==> config.mk <==
export PLATFORM = sky130hd
export DESIGN_NAME = dsw_top
export DESIGN_NICKNAME = d
export VERILOG_FILES = /design/src/common/dsw_pkg.sv /design/src/logic/dsw_sync.sv /design/src/logic/dsw_top.sv
export SDC_FILE = /design/constraint.sdc
export NUM_CORES = 1
export LEC_CHECK = 0
export ABC_AREA = 1
export ABC_CLOCK_PERIOD_IN_PS = 4200
export BUFFER_PORTS_ARGS = -buffer_cell sky130_fd_sc_hd__clkbuf_2
export CAP_MARGIN = 20
export CORE_MARGIN = 5
export CORE_UTILIZATION = 55
export CTS_CLUSTER_DIAMETER = 40
export DETAILED_ROUTE_END_ITERATION = 16
export GPL_ROUTABILITY_DRIVEN = 0
export PLACE_DENSITY = 0.72
export SLEW_MARGIN = 20
export SYNTH_ARGS = -nofsm -noshare
export SYNTH_HDL_FRONTEND = slang
export SYNTH_SLANG_ARGS = --single-unit
==> constraint.sdc <==
create_clock -name CLK -period 4.2 [get_ports CLK]
set_clock_uncertainty 0.2 [all_clocks]
set_input_delay 1.26 -clock CLK [delete_from_list [all_inputs] [get_ports CLK]]
set_output_delay 1.26 -clock CLK [all_outputs]
set_load 0.05 [all_outputs]
==> src/common/dsw_pkg.sv <==
// Shared constants and types for the two-bank setting switch with serial slave port
package dsw_pkg;

  // ----------------------------------------------------------------
  // Timing
  // ----------------------------------------------------------------
  localparam int  CLK_PERIOD_NS = 25;       // 40 MHz system clock
  localparam real BUSY_TIME_MS  = 3.6;      // Address refusal after programming
  // Least time: round up, small guard keeps float noise from adding a cycle
  localparam int  BUSY_CYC      =
    int'($ceil(BUSY_TIME_MS * 1.0e6 / real'(CLK_PERIOD_NS) - 1.0e-6));
  localparam int  BUSY_W        = 18;       // Counter width, holds BUSY_CYC

  // ----------------------------------------------------------------
  // Command codes and field layout
  // ----------------------------------------------------------------
  localparam logic [7:0] CMD_NV0    = 8'h00;  // Setting bank 0
  localparam logic [7:0] CMD_NV1    = 8'h01;  // Setting bank 1
  localparam logic [7:0] CMD_PINS   = 8'hff;  // Input pin levels, read only
  localparam logic [4:0] MUXCMD_PFX = 5'h1f;  // Upper five bits of override cmds
  localparam logic [7:0] MUXCMD_NV0 = 8'hf8;  // Outputs from bank 0
  localparam logic [7:0] MUXCMD_NV1 = 8'hfc;  // Outputs from bank 1
  localparam logic [1:0] MUXCMD_PIN = 2'h2;   // Low bits: outputs from inputs
  localparam int         EXTRA_BIT  = 5;      // Extra output bit in a bank
  localparam int         NV_W       = 6;      // Stored bits per bank
  localparam int         OUT_W      = 5;      // Multiplexed outputs
  localparam logic [5:0] NV_RESET   = 6'h00;  // Delivered contents
  localparam logic [3:0] BYTE_BITS  = 4'h8;   // Bits per byte
  localparam logic [3:0] TX_LAST    = 4'h7;   // Index of last bit sent
  localparam logic [2:0] IDX_ADDR   = 3'h0;   // Byte index: slave address
  localparam logic [2:0] IDX_CMD    = 3'h1;   // Byte index: command
  localparam logic [2:0] IDX_DAT0   = 3'h2;   // Byte index: first data
  localparam logic [2:0] IDX_DAT1   = 3'h3;   // Byte index: second data
  localparam logic [2:0] IDX_OVER   = 3'h4;   // Byte index: one too many
  // Upper slave address bits; value is arbitrary
  localparam logic [4:0] ADDR_HI_DEF = 5'h15;

  // ----------------------------------------------------------------
  // Types
  // ----------------------------------------------------------------
  typedef enum logic [1:0] {OVR_NONE, OVR_NV0, OVR_NV1, OVR_PINS} dsw_ovr_t;
  typedef enum logic [2:0] {ST_IDLE, ST_RX, ST_RX_ACK, ST_TX, ST_TX_ACK} dsw_state_t;

  // All asynchronous pin inputs, synchronised as one group
  typedef struct packed {
    logic       scl;
    logic       sda;
    logic       wp;
    logic       sel0;
    logic       sel1;
    logic       supply_ok;
    logic [1:0] addr;
    logic [4:0] mux_in;
  } dsw_pins_t;

  localparam int PINS_W = $bits(dsw_pins_t);

endpackage : dsw_pkg

==> src/logic/dsw_sync.sv <==
// Two-stage synchroniser for a group of asynchronous pin levels
`timescale 1ns/1ps
module dsw_sync
  import dsw_pkg::*;
#(
  parameter int W = 1
)(
  input  wire logic         clk,
  input  wire logic         rst_b,
  input  wire logic [W-1:0] d,
  output logic      [W-1:0] q
);

  // ----------------------------------------------------------------
  // One flop pair per bit
  // ----------------------------------------------------------------
  logic [W-1:0] meta_r;  // First stage, read only by the second

  genvar gi;
  generate
    for (gi = 0; gi < W; gi++)
    begin : g_bit
      // Reset to high: idle bus and pulled-up pins read high
      always_ff @(posedge clk)
      begin
        if (!rst_b)
        begin
          meta_r[gi] <= 1'b1;
          q[gi]      <= 1'b1;
        end
        else
        begin
          meta_r[gi] <= d[gi];
          q[gi]      <= meta_r[gi];
        end
      end
    end
  endgenerate

endmodule : dsw_sync

==> src/logic/dsw_top.sv <==
// Two-bank setting switch: serial slave port, bank storage, output select
`timescale 1ns/1ps
module dsw_top
  import dsw_pkg::*;
#(
  parameter int         BUSY_CYCLES = BUSY_CYC,    // Shorten for simulation
  parameter logic [4:0] ADDR_HI     = ADDR_HI_DEF  // Fixed slave address part
)(
  input  wire logic       CLK,
  input  wire logic       RST_B,
  input  wire logic       SCL_IN,
  input  wire logic       SDA_IN,
  output logic            SDA_OUT,
  output logic            SDA_OE,
  input  wire logic [1:0] ADDR_PINS,
  input  wire logic [4:0] MUX_IN,
  input  wire logic       SEL0,
  input  wire logic       SEL1,
  input  wire logic       WP,
  input  wire logic       SUPPLY_OK,
  output logic      [4:0] MUX_OUT,
  output logic            EXTRA_OUT
);

  // ----------------------------------------------------------------
  // Pin synchronisation
  // ----------------------------------------------------------------
  dsw_pins_t pins_raw;   // Raw pin group
  dsw_pins_t pins_s;     // Synchronised pin group

  assign pins_raw = '{scl: SCL_IN, sda: SDA_IN, wp: WP, sel0: SEL0, sel1: SEL1,
                      supply_ok: SUPPLY_OK, addr: ADDR_PINS, mux_in: MUX_IN};

  dsw_sync #(.W(PINS_W)) u_sync (
    .clk   (CLK),
    .rst_b (RST_B),
    .d     (pins_raw),
    .q     (pins_s)
  );

  // ----------------------------------------------------------------
  // Bus condition detection
  // ----------------------------------------------------------------
  logic scl_d_r;     // Previous synchronised clock
  logic sda_d_r;     // Previous synchronised data
  logic scl_rise;    // Clock rising edge
  logic scl_fall;    // Clock falling edge
  logic start_det;   // Start condition
  logic stop_det;    // Stop condition

  // Edge history, taken from the second synchroniser stage only
  always_ff @(posedge CLK)
  begin
    if (!RST_B)
    begin
      scl_d_r <= 1'b1;
      sda_d_r <= 1'b1;
    end
    else
    begin
      scl_d_r <= pins_s.scl;
      sda_d_r <= pins_s.sda;
    end
  end

  assign scl_rise  = pins_s.scl & ~scl_d_r;
  assign scl_fall  = ~pins_s.scl & scl_d_r;
  // Data moving while clock high is a control condition, not data
  assign start_det = pins_s.scl & scl_d_r & sda_d_r & ~pins_s.sda;
  assign stop_det  = pins_s.scl & scl_d_r & ~sda_d_r & pins_s.sda;

  // ----------------------------------------------------------------
  // State
  // ----------------------------------------------------------------
  dsw_state_t        state_r;       // Bus machine state
  logic [3:0]        bit_cnt_r;     // Bits moved in current byte
  logic [2:0]        byte_idx_r;    // Byte position in transfer, saturating
  logic [7:0]        shift_r;       // Receive shifter
  logic [7:0]        tx_r;          // Transmit shifter
  logic              rw_r;          // Transfer direction, 1 = read
  logic              acked_r;       // Last received byte was acknowledged
  logic              mack_r;        // Master acknowledged last read byte
  logic              mux_seen_r;    // Override command seen in this transfer
  logic [7:0]        cmd_r;         // Stored command code, read pointer
  dsw_ovr_t          ovr_r;         // Stored output-source override
  logic [1:0]        pend_cnt_r;    // Data bytes waiting for stop
  logic              pend_bank_r;   // Bank for the first waiting byte
  logic [NV_W-1:0]   pend0_r;       // First waiting byte
  logic [NV_W-1:0]   pend1_r;       // Second waiting byte
  logic              abort_r;       // Too many bytes: drop all writes
  logic              sda_oe_r;      // Pulling data low
  logic [NV_W-1:0]   nv_r [2];      // Setting banks
  logic [BUSY_W-1:0] busy_cnt_r;    // Programming refusal counter
  logic              busy;          // Programming in progress
  logic              commit;        // Program waiting bytes now
  logic              ack_nxt;       // Answer for the byte just received
  logic [7:0]        rd_byte;       // Byte a read would return now

  assign busy = (busy_cnt_r != '0);

  // ----------------------------------------------------------------
  // Read data select
  // ----------------------------------------------------------------
  // Pointer chooses the returned register; upper bits always zero
  always_comb
  begin
    unique case (cmd_r)
      CMD_NV0:  rd_byte = {2'h0, nv_r[0]};
      CMD_NV1:  rd_byte = {2'h0, nv_r[1]};
      default:  rd_byte = {3'h0, pins_s.mux_in};
    endcase
  end

  // ----------------------------------------------------------------
  // Acknowledge decision for a received byte
  // ----------------------------------------------------------------
  always_comb
  begin
    ack_nxt = 1'b0;
    unique case (byte_idx_r)
      IDX_ADDR:
        // Own address refused while programming runs
        ack_nxt = (shift_r[7:1] == {ADDR_HI, pins_s.addr}) && !busy;
      IDX_CMD:
        // Register codes and any override pattern; the rest reserved
        ack_nxt = (shift_r == CMD_NV0) || (shift_r == CMD_NV1) ||
                  (shift_r[7:3] == MUXCMD_PFX);
      IDX_DAT0, IDX_DAT1:
        // Data only after a bank code, never after an override command
        ack_nxt = !mux_seen_r && !pins_s.wp &&
                  (cmd_r != CMD_PINS);
      default:
        ack_nxt = 1'b0;
    endcase
  end

  // ----------------------------------------------------------------
  // Bus machine
  // ----------------------------------------------------------------
  // Start and stop win over any bit activity in the same cycle
  always_ff @(posedge CLK)
  begin
    if (!RST_B)
    begin
      state_r     <= ST_IDLE;
      bit_cnt_r   <= '0;
      byte_idx_r  <= IDX_ADDR;
      shift_r     <= '0;
      tx_r        <= '0;
      rw_r        <= 1'b0;
      acked_r     <= 1'b0;
      mack_r      <= 1'b0;
      mux_seen_r  <= 1'b0;
      cmd_r       <= CMD_NV0;
      ovr_r       <= OVR_NONE;
      pend_cnt_r  <= '0;
      pend_bank_r <= 1'b0;
      pend0_r     <= '0;
      pend1_r     <= '0;
      abort_r     <= 1'b0;
      sda_oe_r    <= 1'b0;
    end
    else if (start_det)
    begin
      // Fresh transfer; a repeated start drops unprogrammed bytes
      state_r    <= ST_RX;
      bit_cnt_r  <= '0;
      byte_idx_r <= IDX_ADDR;
      mux_seen_r <= 1'b0;
      pend_cnt_r <= '0;
      abort_r    <= 1'b0;
      sda_oe_r   <= 1'b0;
    end
    else if (stop_det)
    begin
      // Bytes are programmed in this cycle by the bank process
      state_r    <= ST_IDLE;
      pend_cnt_r <= '0;
      abort_r    <= 1'b0;
      sda_oe_r   <= 1'b0;
    end
    else
    begin
      unique case (state_r)
        ST_IDLE:
        begin
          // Not addressed or refused: wait for start or stop
          sda_oe_r <= 1'b0;
        end
        ST_RX:
        begin
          if (scl_rise)
          begin
            // Sample while clock high, one bit per pulse
            shift_r   <= {shift_r[6:0], pins_s.sda};
            bit_cnt_r <= bit_cnt_r + 4'h1;
          end
          else if (scl_fall && (bit_cnt_r == BYTE_BITS))
          begin
            // Ninth pulse: drive answer from this fall to the next
            sda_oe_r <= ack_nxt;
            acked_r  <= ack_nxt;
            state_r  <= ST_RX_ACK;
            if (byte_idx_r == IDX_ADDR)
              rw_r <= shift_r[0];
            else if (byte_idx_r == IDX_CMD && ack_nxt)
            begin
              if (shift_r[7:3] == MUXCMD_PFX)
              begin
                mux_seen_r <= 1'b1;
                // Input-pin code also fits the override pattern; it still sets the pointer
                if (shift_r == CMD_PINS)
                  cmd_r <= CMD_PINS;
                if (shift_r == MUXCMD_NV0)
                  ovr_r <= OVR_NV0;
                else if (shift_r == MUXCMD_NV1)
                  ovr_r <= OVR_NV1;
                else if (shift_r[1:0] == MUXCMD_PIN)
                  ovr_r <= OVR_PINS;
                else
                  ovr_r <= OVR_NONE;
              end
              else
                cmd_r <= shift_r;
            end
            else if (byte_idx_r == IDX_DAT0 && ack_nxt)
            begin
              pend0_r     <= shift_r[NV_W-1:0];
              pend_bank_r <= cmd_r[0];
              pend_cnt_r  <= 2'h1;
              cmd_r       <= cmd_r ^ 8'h01;
            end
            else if (byte_idx_r == IDX_DAT1 && ack_nxt)
            begin
              pend1_r    <= shift_r[NV_W-1:0];
              pend_cnt_r <= 2'h2;
              cmd_r      <= cmd_r ^ 8'h01;
            end
            else if (byte_idx_r == IDX_OVER)
              abort_r <= 1'b1;
          end
        end
        ST_RX_ACK:
        begin
          if (scl_fall)
          begin
            bit_cnt_r <= '0;
            if (byte_idx_r != IDX_OVER)
              byte_idx_r <= byte_idx_r + 3'h1;
            if (!acked_r)
            begin
              sda_oe_r <= 1'b0;
              state_r  <= ST_IDLE;
            end
            else if (byte_idx_r == IDX_ADDR && rw_r)
            begin
              // Read: first bit goes out right after the answer
              tx_r     <= rd_byte;
              sda_oe_r <= ~rd_byte[7];
              state_r  <= ST_TX;
            end
            else
            begin
              sda_oe_r <= 1'b0;
              state_r  <= ST_RX;
            end
          end
        end
        ST_TX:
        begin
          if (scl_fall)
          begin
            if (bit_cnt_r == TX_LAST)
            begin
              // Release for the master's answer; pointer moves on unless it holds the input-pin code
              sda_oe_r <= 1'b0;
              state_r  <= ST_TX_ACK;
              if (cmd_r != CMD_PINS)
                cmd_r <= cmd_r ^ 8'h01;
            end
            else
            begin
              tx_r      <= {tx_r[6:0], 1'b0};
              sda_oe_r  <= ~tx_r[6];
              bit_cnt_r <= bit_cnt_r + 4'h1;
            end
          end
        end
        ST_TX_ACK:
        begin
          if (scl_rise)
            mack_r <= ~pins_s.sda;
          else if (scl_fall)
          begin
            bit_cnt_r <= '0;
            if (mack_r)
            begin
              tx_r     <= rd_byte;
              sda_oe_r <= ~rd_byte[7];
              state_r  <= ST_TX;
            end
            else
            begin
              // Last byte: leave data released so the master can stop
              sda_oe_r <= 1'b0;
              state_r  <= ST_IDLE;
            end
          end
        end
      endcase
    end
  end

  // ----------------------------------------------------------------
  // Setting banks
  // ----------------------------------------------------------------
  // Program only at stop, unprotected, with the supply good;
  // protect pin is checked again here in case it rose mid-transfer
  assign commit = stop_det && (pend_cnt_r != 2'h0) && !abort_r &&
                  !pins_s.wp &&
                  pins_s.supply_ok;

  always_ff @(posedge CLK)
  begin
    if (!RST_B)
    begin
      nv_r[0] <= NV_RESET;
      nv_r[1] <= NV_RESET;
    end
    else if (commit)
    begin
      nv_r[pend_bank_r] <= pend0_r;
      if (pend_cnt_r == 2'h2)
        nv_r[~pend_bank_r] <= pend1_r;
    end
  end

  // ----------------------------------------------------------------
  // Programming refusal timer
  // ----------------------------------------------------------------
  // Counts down from the refusal time; address is nacked while nonzero
  always_ff @(posedge CLK)
  begin
    if (!RST_B)
      busy_cnt_r <= '0;
    else if (commit)
      busy_cnt_r <= BUSY_CYCLES[BUSY_W-1:0];
    else if (busy)
      busy_cnt_r <= busy_cnt_r - 1'b1;
  end

  // ----------------------------------------------------------------
  // Output source selection
  // ----------------------------------------------------------------
  logic use_pins;   // Multiplexed outputs follow input pins
  logic bank;       // Bank feeding outputs and extra output

  // Stored override first; sel0 only when none is stored, sel1 also picks the bank under the input-pin override
  always_comb
  begin
    unique case (ovr_r)
      OVR_NV0:
      begin
        use_pins = 1'b0;
        bank     = 1'b0;
      end
      OVR_NV1:
      begin
        use_pins = 1'b0;
        bank     = 1'b1;
      end
      OVR_PINS:
      begin
        use_pins = 1'b1;
        bank     = ~pins_s.sel1;
      end
      default:
      begin
        use_pins = pins_s.sel0;
        bank     = ~pins_s.sel1;
      end
    endcase
  end

  // Registered outputs; extra output holds while inputs drive outputs
  always_ff @(posedge CLK)
  begin
    if (!RST_B)
    begin
      MUX_OUT   <= NV_RESET[OUT_W-1:0];
      EXTRA_OUT <= NV_RESET[EXTRA_BIT];
    end
    else
    begin
      MUX_OUT <= use_pins ? pins_s.mux_in : nv_r[bank][OUT_W-1:0];
      if (!use_pins)
        EXTRA_OUT <= nv_r[bank][EXTRA_BIT];
    end
  end

  // ----------------------------------------------------------------
  // Data pin drive
  // ----------------------------------------------------------------
  // Open drain: the level driven is always low, only the enable moves
  always_ff @(posedge CLK)
  begin
    if (!RST_B)
    begin
      SDA_OUT <= 1'b0;
      SDA_OE  <= 1'b0;
    end
    else
    begin
      SDA_OUT <= 1'b0;
      SDA_OE  <= sda_oe_r;
    end
  end

endmodule : dsw_top

# Word level (Yosys, flattened, before mapping)
# Memory sizes are Yosys's and may differ from the RTL's.
# Cells that the tools add are included.
# Widths: inputs -> output; s select.
[word_totals]
out_inout_bits = 8
reg_bits = 109
memories = 1
mem_bits_rw = 12
elab_cells = 261
inputBits = 15
[op_classes]
bitwise = 25
eq_ne = 48
add_sub_neg = 3
n_mux = 77
reduce_logical = 55
[memory_table]
columns = ["memory", "words", "word_bits", "read_ports", "rd_ports_with_merged_regs", "wr", "line", "rtl"]
rows = [
  ["nv_r", 2, 6, 3, 0, 2, "dsw_top.sv:92", "logic [NV_W-1:0] nv_r [2];"],
]
[op_table]
columns = ["cell", "n"]
rows = [
  ["$mux 7", 8],
  ["$mux 8", 6],
  ["$reduce_and 8->1", 5],
  ["$mux 18", 2],
  ["$ne 4x4->1 const B", 9],
  ["$mux 1", 29],
  ["$ne 2x2->1 const B", 14],
  ["$eq 8x8->1 const B", 3],
  ["$reduce_and 6->1", 4],
  ["$reduce_and 11->1", 2],
  ["$mux 3", 7],
  ["$pmux 7 s3", 1],
  ["$mux 4", 5],
  ["$reduce_and 9->1", 2],
  ["$reduce_bool 18->1", 1],
  ["$sub 18x1->18 const B", 1],
  ["$not 1->1", 17],
  ["$eq 8x1->1 const B", 2],
  ["$logic_not 8->1", 2],
  ["$mux 2", 8],
  ["$pmux 4 s4", 1],
  ["$pmux 8 s2", 1],
  ["$eq 3x2->1 const B", 4],
  ["$logic_and 1x1->1", 12],
  ["other kinds (35)", 62],
]

# Logic depth before layout (Yosys ltp)
# Gate-level depths: netlist of run 1.
[depth]
depth_word = 12
ltp_mapped = 14
depth_no_buf = 14

# Modules after synthesis
# A second synthesis of run 1 with hierarchy kept.
[hier_totals]
hier_cells = 764
hier_area_um2 = 5719.2
[modules_own_cells]
columns = ["mod", "instances", "area_per_inst_um2", "cells_each"]
rows = [
  ["dsw_top", 1, 4959.8, 683],
  ["dsw_sync", 1, 759.5, 81],
]

# Least setup slack after synthesis of run 1
# OpenSTA, ideal clock, no wires.
[synth_timing]
path_type = "input to register"
from = "input RST_B"
to = "memory nv_r[0][0], enable pin"
stages = 7
setup_time_ns = 0.325
path_slack_ns = 1.405
path_buffers = 1
t_required_ns = 3.675
t_arrival_ns = 2.271
cell_sequence = "clkbuf_1 -> clkinv_1 -> nor2_1 -> inv_1 -> nor2_1 -> nand2_1 -> nand3_1"
[synth_rtl]
columns = ["element", "line", "rtl"]
rows = [
  ["start: declaration", "dsw_top.sv:10", "input wire logic RST_B,"],
  ["end: declaration", "dsw_top.sv:92", ""],
]

# Worst setup path in the final report of run 1
[layout_timing]
from = "register EXTRA_OUT, read port of nv_r"
to = "output EXTRA_OUT"
[layout_rtl]
columns = ["element", "line", "rtl"]
rows = [
  ["start: declaration", "dsw_top.sv:22", "output logic EXTRA_OUT"],
]
# No word-level cell between the ends.

==> results of run 1 <==
[power breakdown]
part	leakage, nW	switching (mW)	total, mW	internal (mW)
sequential	1.02	0.0940	1.38	1.29
combinational	1.40	0.523	0.785	0.262
clock	0.272	0.532	1.38	0.845
total	2.70	1.15	3.55	2.40
[Yosys cell counts (4+ instances only)]
library cell	instances	share of area (%)
ha_1	12	2.7
nand2_1	124	8.4
o211ai_1	9	1.2
nand3_1	33	3.0
nor3_1	13	1.2
a31oi_1	5	0.56
dfxtp_1	109	39
a211oi_1	8	1.1
clkbuf_1	10	0.68
o21ai_0	40	3.6
a21oi_1	63	5.7
nand2_2	9	1.0
o21ai_1	8	0.72
inv_2	4	0.27
or2_2	27	3.0
o22ai_1	12	1.4
xor2_1	5	0.79
nand4_1	7	0.79
nor2_1	85	5.7
edfxtp_1	12	6.5
nor2_2	4	0.45
inv_1	103	7.0
[registers in the layout (all words and copies together), names as in the netlist, 2 cells and up]
register       flops
state_r            3
pend_cnt_r         2
tx_r               7
busy_cnt_r        18
byte_idx_r         3
ovr_r              2
nv_r              12
u_sync.q          13
MUX_OUT            5
cmd_r              8
u_sync.meta_r     13
pend0_r            6
shift_r            8
bit_cnt_r          4
pend1_r            6
[routing by layer]
metal	global-route usage (%)	vias to the layer above	wire, um	share of wire [%]
li1	-	2417	-	-
met1	26.9	2202	5560	45
met2	33.8	159	5930	48
met3	5.47	23	811	6.5
met4	7.22	0	185	1.5
met5	0	-	0	0
[final cells by class]
type                            count  share of cell area, %
Clock buffer                       18                   6.63
Clock inverter                     14                   2.34
Inverter                          108                   6.44
Multi-Input combinational cell    484                   39.7
Sequential cell                   121                   40.4
Tap cell                          133                   2.64
Timing Repair Buffer               23                   1.91
[stage by stage]
stage | hold slack (ns) | utilization (%)
after CTS | 0.212 | 64.1
after detailed placement | 0.198 | 58.4
final | 0.212 | 64.1
after global routing | 0.223 | 64.1
after global placement | 0.195 | 58.4
after floorplan | 0.193 | -
[cells by family (layout without fill, tap and decap cells)]
family                   Yosys count  in the layout
AND/OR/NAND/NOR                  315            315
AO/OA/AOI/OAI                    149            149
buffers and inverters            126            163
flip-flops                       121            121
adder cells (fa/ha/maj)           12             12
XOR/XNOR                           6              6
other                              1              1
multiplexers                       1              1
[final timing paths]
kind | depth (start not counted) | end | start | slack (ns)
max | 1 | EXTRA_OUT | EXTRA_OUT | 1.63
min reg2reg | 1 | u_sync.q[2] | u_sync.meta_r[2] | 0.21
max reg2reg | 10 | nv_r[0][0] | u_sync.q[11] | 1.70
min | 1 | u_sync.q[2] | u_sync.meta_r[2] | 0.21
==> flow_metrics.tcl, run 1 <==
set metrics [dict create \
    final_common_cell "nand2_1" \
    path_max_fanout 2 \
    final_nets 782 \
    ctsRootBufferMaster "clkbuf_8" \
    h-tree-depth 4 \
    fin_cells 901 \
    synth_edf_count 12 \
    detailed_place_hpwl_um 9000 \
    num_rows 36 \
    end_kind "output pin" \
    path_clk_slew_ns 0.06 \
    cts_buffers 17 \
    synthArstFlopShare_pct 0 \
    power.density_mw_per_mm2 563 \
    synth_xor_area_share_pct 0.946 \
    drive_above_1_share_pct 14.3 \
    worstMarginPinSlew_ns 0.898 \
    critPathKind "reg -> out" \
    drtAntennaViolNets 0 \
    timing.final.crit_share_pct 61.2 \
    finalSetupTns_ns 0 \
    leakagePower_nw 2.70 \
    ff_latch_area_mm2 0.00254 \
    period_minus_slack_ns 2.57 \
    clockBufferDepth 2 \
    antenna_found_initial 0 \
    drv_cap 0 \
    worst-endpoint-arrival_ns 1.11 \
    fill_cells 895 \
    status "finished clean" \
    syn_nets 758 \
    grt_util_all_layers_pct 20.8 \
    drt_pass1_iterations 7 \
    design_area_mm2 0.00630 \
    dp.cells 869 \
    synthCells 731 \
    dpl_cell_area_mm2 0.00573 \
    viasPerCell 5.33 \
    drt_iter0_drc 344 \
    min_path_type "reg -> reg" \
    syn2layout_area_growth_pct 13.4 \
    via_count 4801 \
    first_global_vias 4485 \
    drc 0 \
    synth_area_mm2 0.00555 \
    die-area_mm2 0.0122 \
    final_hold_viol_count 0 \
    peakVddDrop_uv 420 \
    die_h_um 110 \
    portBuffers 21 \
    core_area_mm2 0.00982 \
    synth_fa_ha_area_share_pct 2.70 \
    seq_area_frac_synth_pct 45.8 \
    cts.sinks 121 \
    diodes 0 \
    cpMaxStageDelayCell "dfxtp_1" \
    crit_path_max_incr_delay_ns 0.32 \
    yosys_register_bits 121 \
    start_util_pct 56.6 \
    slew-limit-headroom_pct 38.4 \
    synth_cell_types 44 \
    setup_slack_ns 1.63 \
    hold_buffers 0 \
    multiInputGateArea_mm2 0.00250 \
    rsz0062_at_grt "false" \
    synth_top_family_by_area "simple AND/OR/NAND/NOR gates" \
    synth_compound_area_share_pct 14.8 \
    synth-main-ff-cell "dfxtp_1" \
    clkLatencyLatePin_ns 0.52 \
    avgSynthCellArea_um2 7.60 \
    cts_resized 0 \
    worst_setup_path_start_kind "flip-flop" \
    wl_per_cell_um 13.9 \
    die_w_um 110 \
    crit_path_cell_trace "clkbuf_2" \
    finalSetupViolCount 0 \
    overflow 0 \
    cts_setup_buffers 0 \
    num_io_pins 23 \
    grt_pass1_wl_um 21000 \
    maxSlewViolCount 0 \
    layout_common_cells "nand2_1 (124), dfxtp_1 (109), inv_1 (103)" \
    cpLargestDelayFamily "flip-flops" \
    crit_required_ns 2.74 \
    yosys_warnings 0 \
    critPathBufInv 1 \
    fmax_mhz 389 \
    synth.mux.area_fraction_pct 0.180 \
    place_ws_ns 1.37 \
    synth_simple_gate_area_share_pct 26.2 \
    finalPower_mw 3.55 \
    drt_wl_total_um 12500 \
    cts_tree "done" \
    grt_max_degree 53 \
]
No activity file was read; power rests on OpenSTA's default activity.
==> run 2: changes to the inputs <==
--- a/config.mk
+++ b/config.mk
@@ -5,8 +5,8 @@
 export SDC_FILE = /design/constraint.sdc
 export NUM_CORES = 1
 export LEC_CHECK = 0
-export ABC_AREA = 1
-export ABC_CLOCK_PERIOD_IN_PS = 4200
+export ABC_AREA = 0
+export ABC_CLOCK_PERIOD_IN_PS = 2600
 export BUFFER_PORTS_ARGS = -buffer_cell sky130_fd_sc_hd__clkbuf_2
 export CAP_MARGIN = 20
 export CORE_MARGIN = 5
==> constraint.sdc (replaced) <==
create_clock -name CLK -period 2.6 [get_ports CLK]
set_clock_uncertainty 0.2 [all_clocks]
set_input_delay 0.78 -clock CLK [delete_from_list [all_inputs] [get_ports CLK]]
set_output_delay 0.78 -clock CLK [all_outputs]
set_load 0.05 [all_outputs]
==> run 2 against run 1 <==
Flip-flop and latch count is the same. Synthesized cell count down 13%. Non-clock buffer count rose by 37. Die area is 0.80% higher. Largest cell class is now multi-input gates.
==> flow_metrics.tcl, run 2 <==
set metrics [dict create \
    first_global_vias 4454 \
    drc 0 \
    dpl_cell_area_mm2 0.00601 \
    reg2reg_depth 7 \
    final_common_cell "dfxtp_1" \
    slew-limit-headroom_pct 43.4 \
    peakVddDrop_uv 678 \
    clockBufferDepth 2 \
    fin_cells 822 \
    overflow 0 \
    rsz0062_at_grt "true" \
    yosys_warnings 0 \
    critPathKind "reg -> reg" \
    layout_common_cells "dfxtp_1 (108), nand2_1 (65), nor2_1 (58)" \
    syn2layout_area_growth_pct 19.1 \
    synthCells 633 \
    cts_tree "done" \
    drt_wl_total_um 12900 \
    cpLargestDelayFamily "simple AND/OR/NAND/NOR gates" \
    final_hold_viol_count 0 \
    path_clk_slew_ns 0.06 \
    path_max_fanout 4 \
    yosys.area.top_type "dfxtp_1" \
    finalSetupTns_ns 0 \
    worst_setup_path_start_kind "flip-flop" \
    yosys_register_bits 121 \
    die_w_um 111 \
    hold_buffers 0 \
    grt_pass1_wl_um 21200 \
    synth_top_area_share_pct 38.9 \
    crit_path_start "busy_cnt_r[9]" \
    top_register "busy_cnt_r" \
    crit_path_cell_trace "or4_4 -> or4_4 -> o31ai_4 -> buf_6 -> o21a_1 -> mux2i_1 -> o311a_1" \
    period_minus_slack_ns 2.59 \
    worst-endpoint-arrival_ns 2.80 \
    crit_path_max_incr_delay_ns 0.52 \
    final_nets 703 \
    fmax_mhz 386 \
    leakagePower_nw 2.65 \
    drt_iter0_drc 343 \
    power.density_mw_per_mm2 855 \
    grt_max_degree 40 \
    largest_reg_flops 18 \
    worstMarginPinSlew_ns 0.847 \
    synth_area_mm2 0.00560 \
    seq_area_frac_synth_pct 45.4 \
    finalPower_mw 5.71 \
    status "finished clean" \
    whs_endpoint "u_sync.q[5]" \
    timing.critical_path.mode_cell "or4_4" \
    crit_required_ns 2.80 \
    final_core_util_pct 67.6 \
    detailed_place_hpwl_um 8920 \
    timing.final.crit_share_pct 99.7 \
    finalSetupViolCount 0 \
    critPathBufInv 1 \
    synth_cell_types 57 \
    syn_nets 660 \
    cts.sinks 121 \
    via_count 4735 \
    synth_common_cells "dfxtp_1 (109), nand2_1 (65), nor2_1 (58)" \
    portBuffers 21 \
    min-delay-start "u_sync.meta_r[5]" \
    top_regs "busy_cnt_r (18), u_sync.meta_r (13), u_sync.q (13)" \
    num_rows 36 \
    wl_per_cell_um 15.6 \
    num_io_pins 23 \
    reg2reg_to "cmd_r[0]" \
    synth.area.top_cells "dfxtp_1 (39%), edfxtp_1 (6.4%), mux2i_1 (5.0%)" \
    antenna_found_initial 0 \
    h-tree-depth 4 \
    avgSynthCellArea_um2 8.85 \
    maxSlewViolCount 0 \
    die-area_mm2 0.0123 \
    grt_util_all_layers_pct 21.0 \
    start_util_pct 56.8 \
    clkLatencyLatePin_ns 0.53 \
    core_area_mm2 0.00986 \
    cpMaxStageDelayCell "or4_4" \
    ctsRootBufferMaster "clkbuf_8" \
    synthArstFlopShare_pct 0 \
    dp.cells 785 \
    drt_pass1_iterations 5 \
    synth_edf_count 12 \
    drive_above_1_share_pct 16.1 \
    ff2ff_setup_slack_ns 0.008 \
    drv_cap 0 \
    synth_most_common_cell "dfxtp_1" \
    drtAntennaViolNets 0 \
    cts_buffers 17 \
    min_path_type "reg -> reg" \
    holdPathStages 1 \
    die_h_um 111 \
    synth-main-ff-cell "dfxtp_1" \
    end_kind "flip-flop" \
    design_area_mm2 0.00667 \
    viasPerCell 5.76 \
    diodes 0 \
    r2r_start "busy_cnt_r[9]" \
]
run 2: power breakdown:
group / leakage [nW] / switching [mW] / internal (mW) / total, mW
Clock: 0.268 / 0.877 / 1.37 / 2.24
Sequential: 1.00 / 0.144 / 2.04 / 2.18
Combinational: 1.38 / 0.685 / 0.599 / 1.28
Total: 2.65 / 1.71 / 4.00 / 5.71
run 2: what timing repair did:
| item | in CTS | in global routing |
|---|---|---|
| buffers inserted | 2 | 3 |
| setup endpoints to repair | 13 | 27 |
| pin swaps | 0 | 7 |
| gates resized for setup | 1 | 17 |
| cloned | 0 | 1 |
run 2: cell families (layout without fill, tap and decap cells):
group,after synthesis,count (layout),synth area share (%)
compound gates,130,130,15.9
buf+inv,51,107,3.53
flops,121,121,45.4
simple gates,271,271,24.5
fa+ha+maj,12,12,2.68
other cells,1,1,0.0669
mux,28,28,5.00
xor+xnor,19,19,2.97
run 2: final cells by class:
type | count | area, um^2
Clock buffer | 18 | 418
Fill cell | 774 | 3190
Clock inverter | 14 | 145
Timing Repair Buffer | 60 | 430
Inverter | 15 | 56.3
Tap cell | 133 | 166
Multi-Input combinational cell | 461 | 2910
Sequential cell | 121 | 2540
run 2: how the worst max path moves through the flow:
stage / end / depth (start not counted)
after floorplan: cmd_r[1] / 7
after global placement: cmd_r[6] / 6
after detailed placement: cmd_r[1] / 6
after CTS: cmd_r[4] / 5
after global routing: cmd_r[5] / 6
final: cmd_r[0] / 7
run 2: stage by stage:
step           hold WS, ns  setup WS, ns
3_5_place_dp         0.192       -0.0479
3_3_place_gp         0.188        0.0122
2_1_floorplan        0.186        0.0564
5_1_grt              0.213       -0.0969
4_1_cts              0.206       -0.0281
6_report             0.204       0.00767
run 2: metal layers:
| layer | vias to the layer above | global-route usage (%) | routed length [um] |
|---|---|---|---|
| li1 | 2312 | - | - |
| met1 | 2248 | 29.1 | 6060 |
| met2 | 150 | 31.8 | 5770 |
| met3 | 25 | 5.40 | 777 |
| met4 | 0 | 7.22 | 248 |
| met5 | - | 0 | 0 |
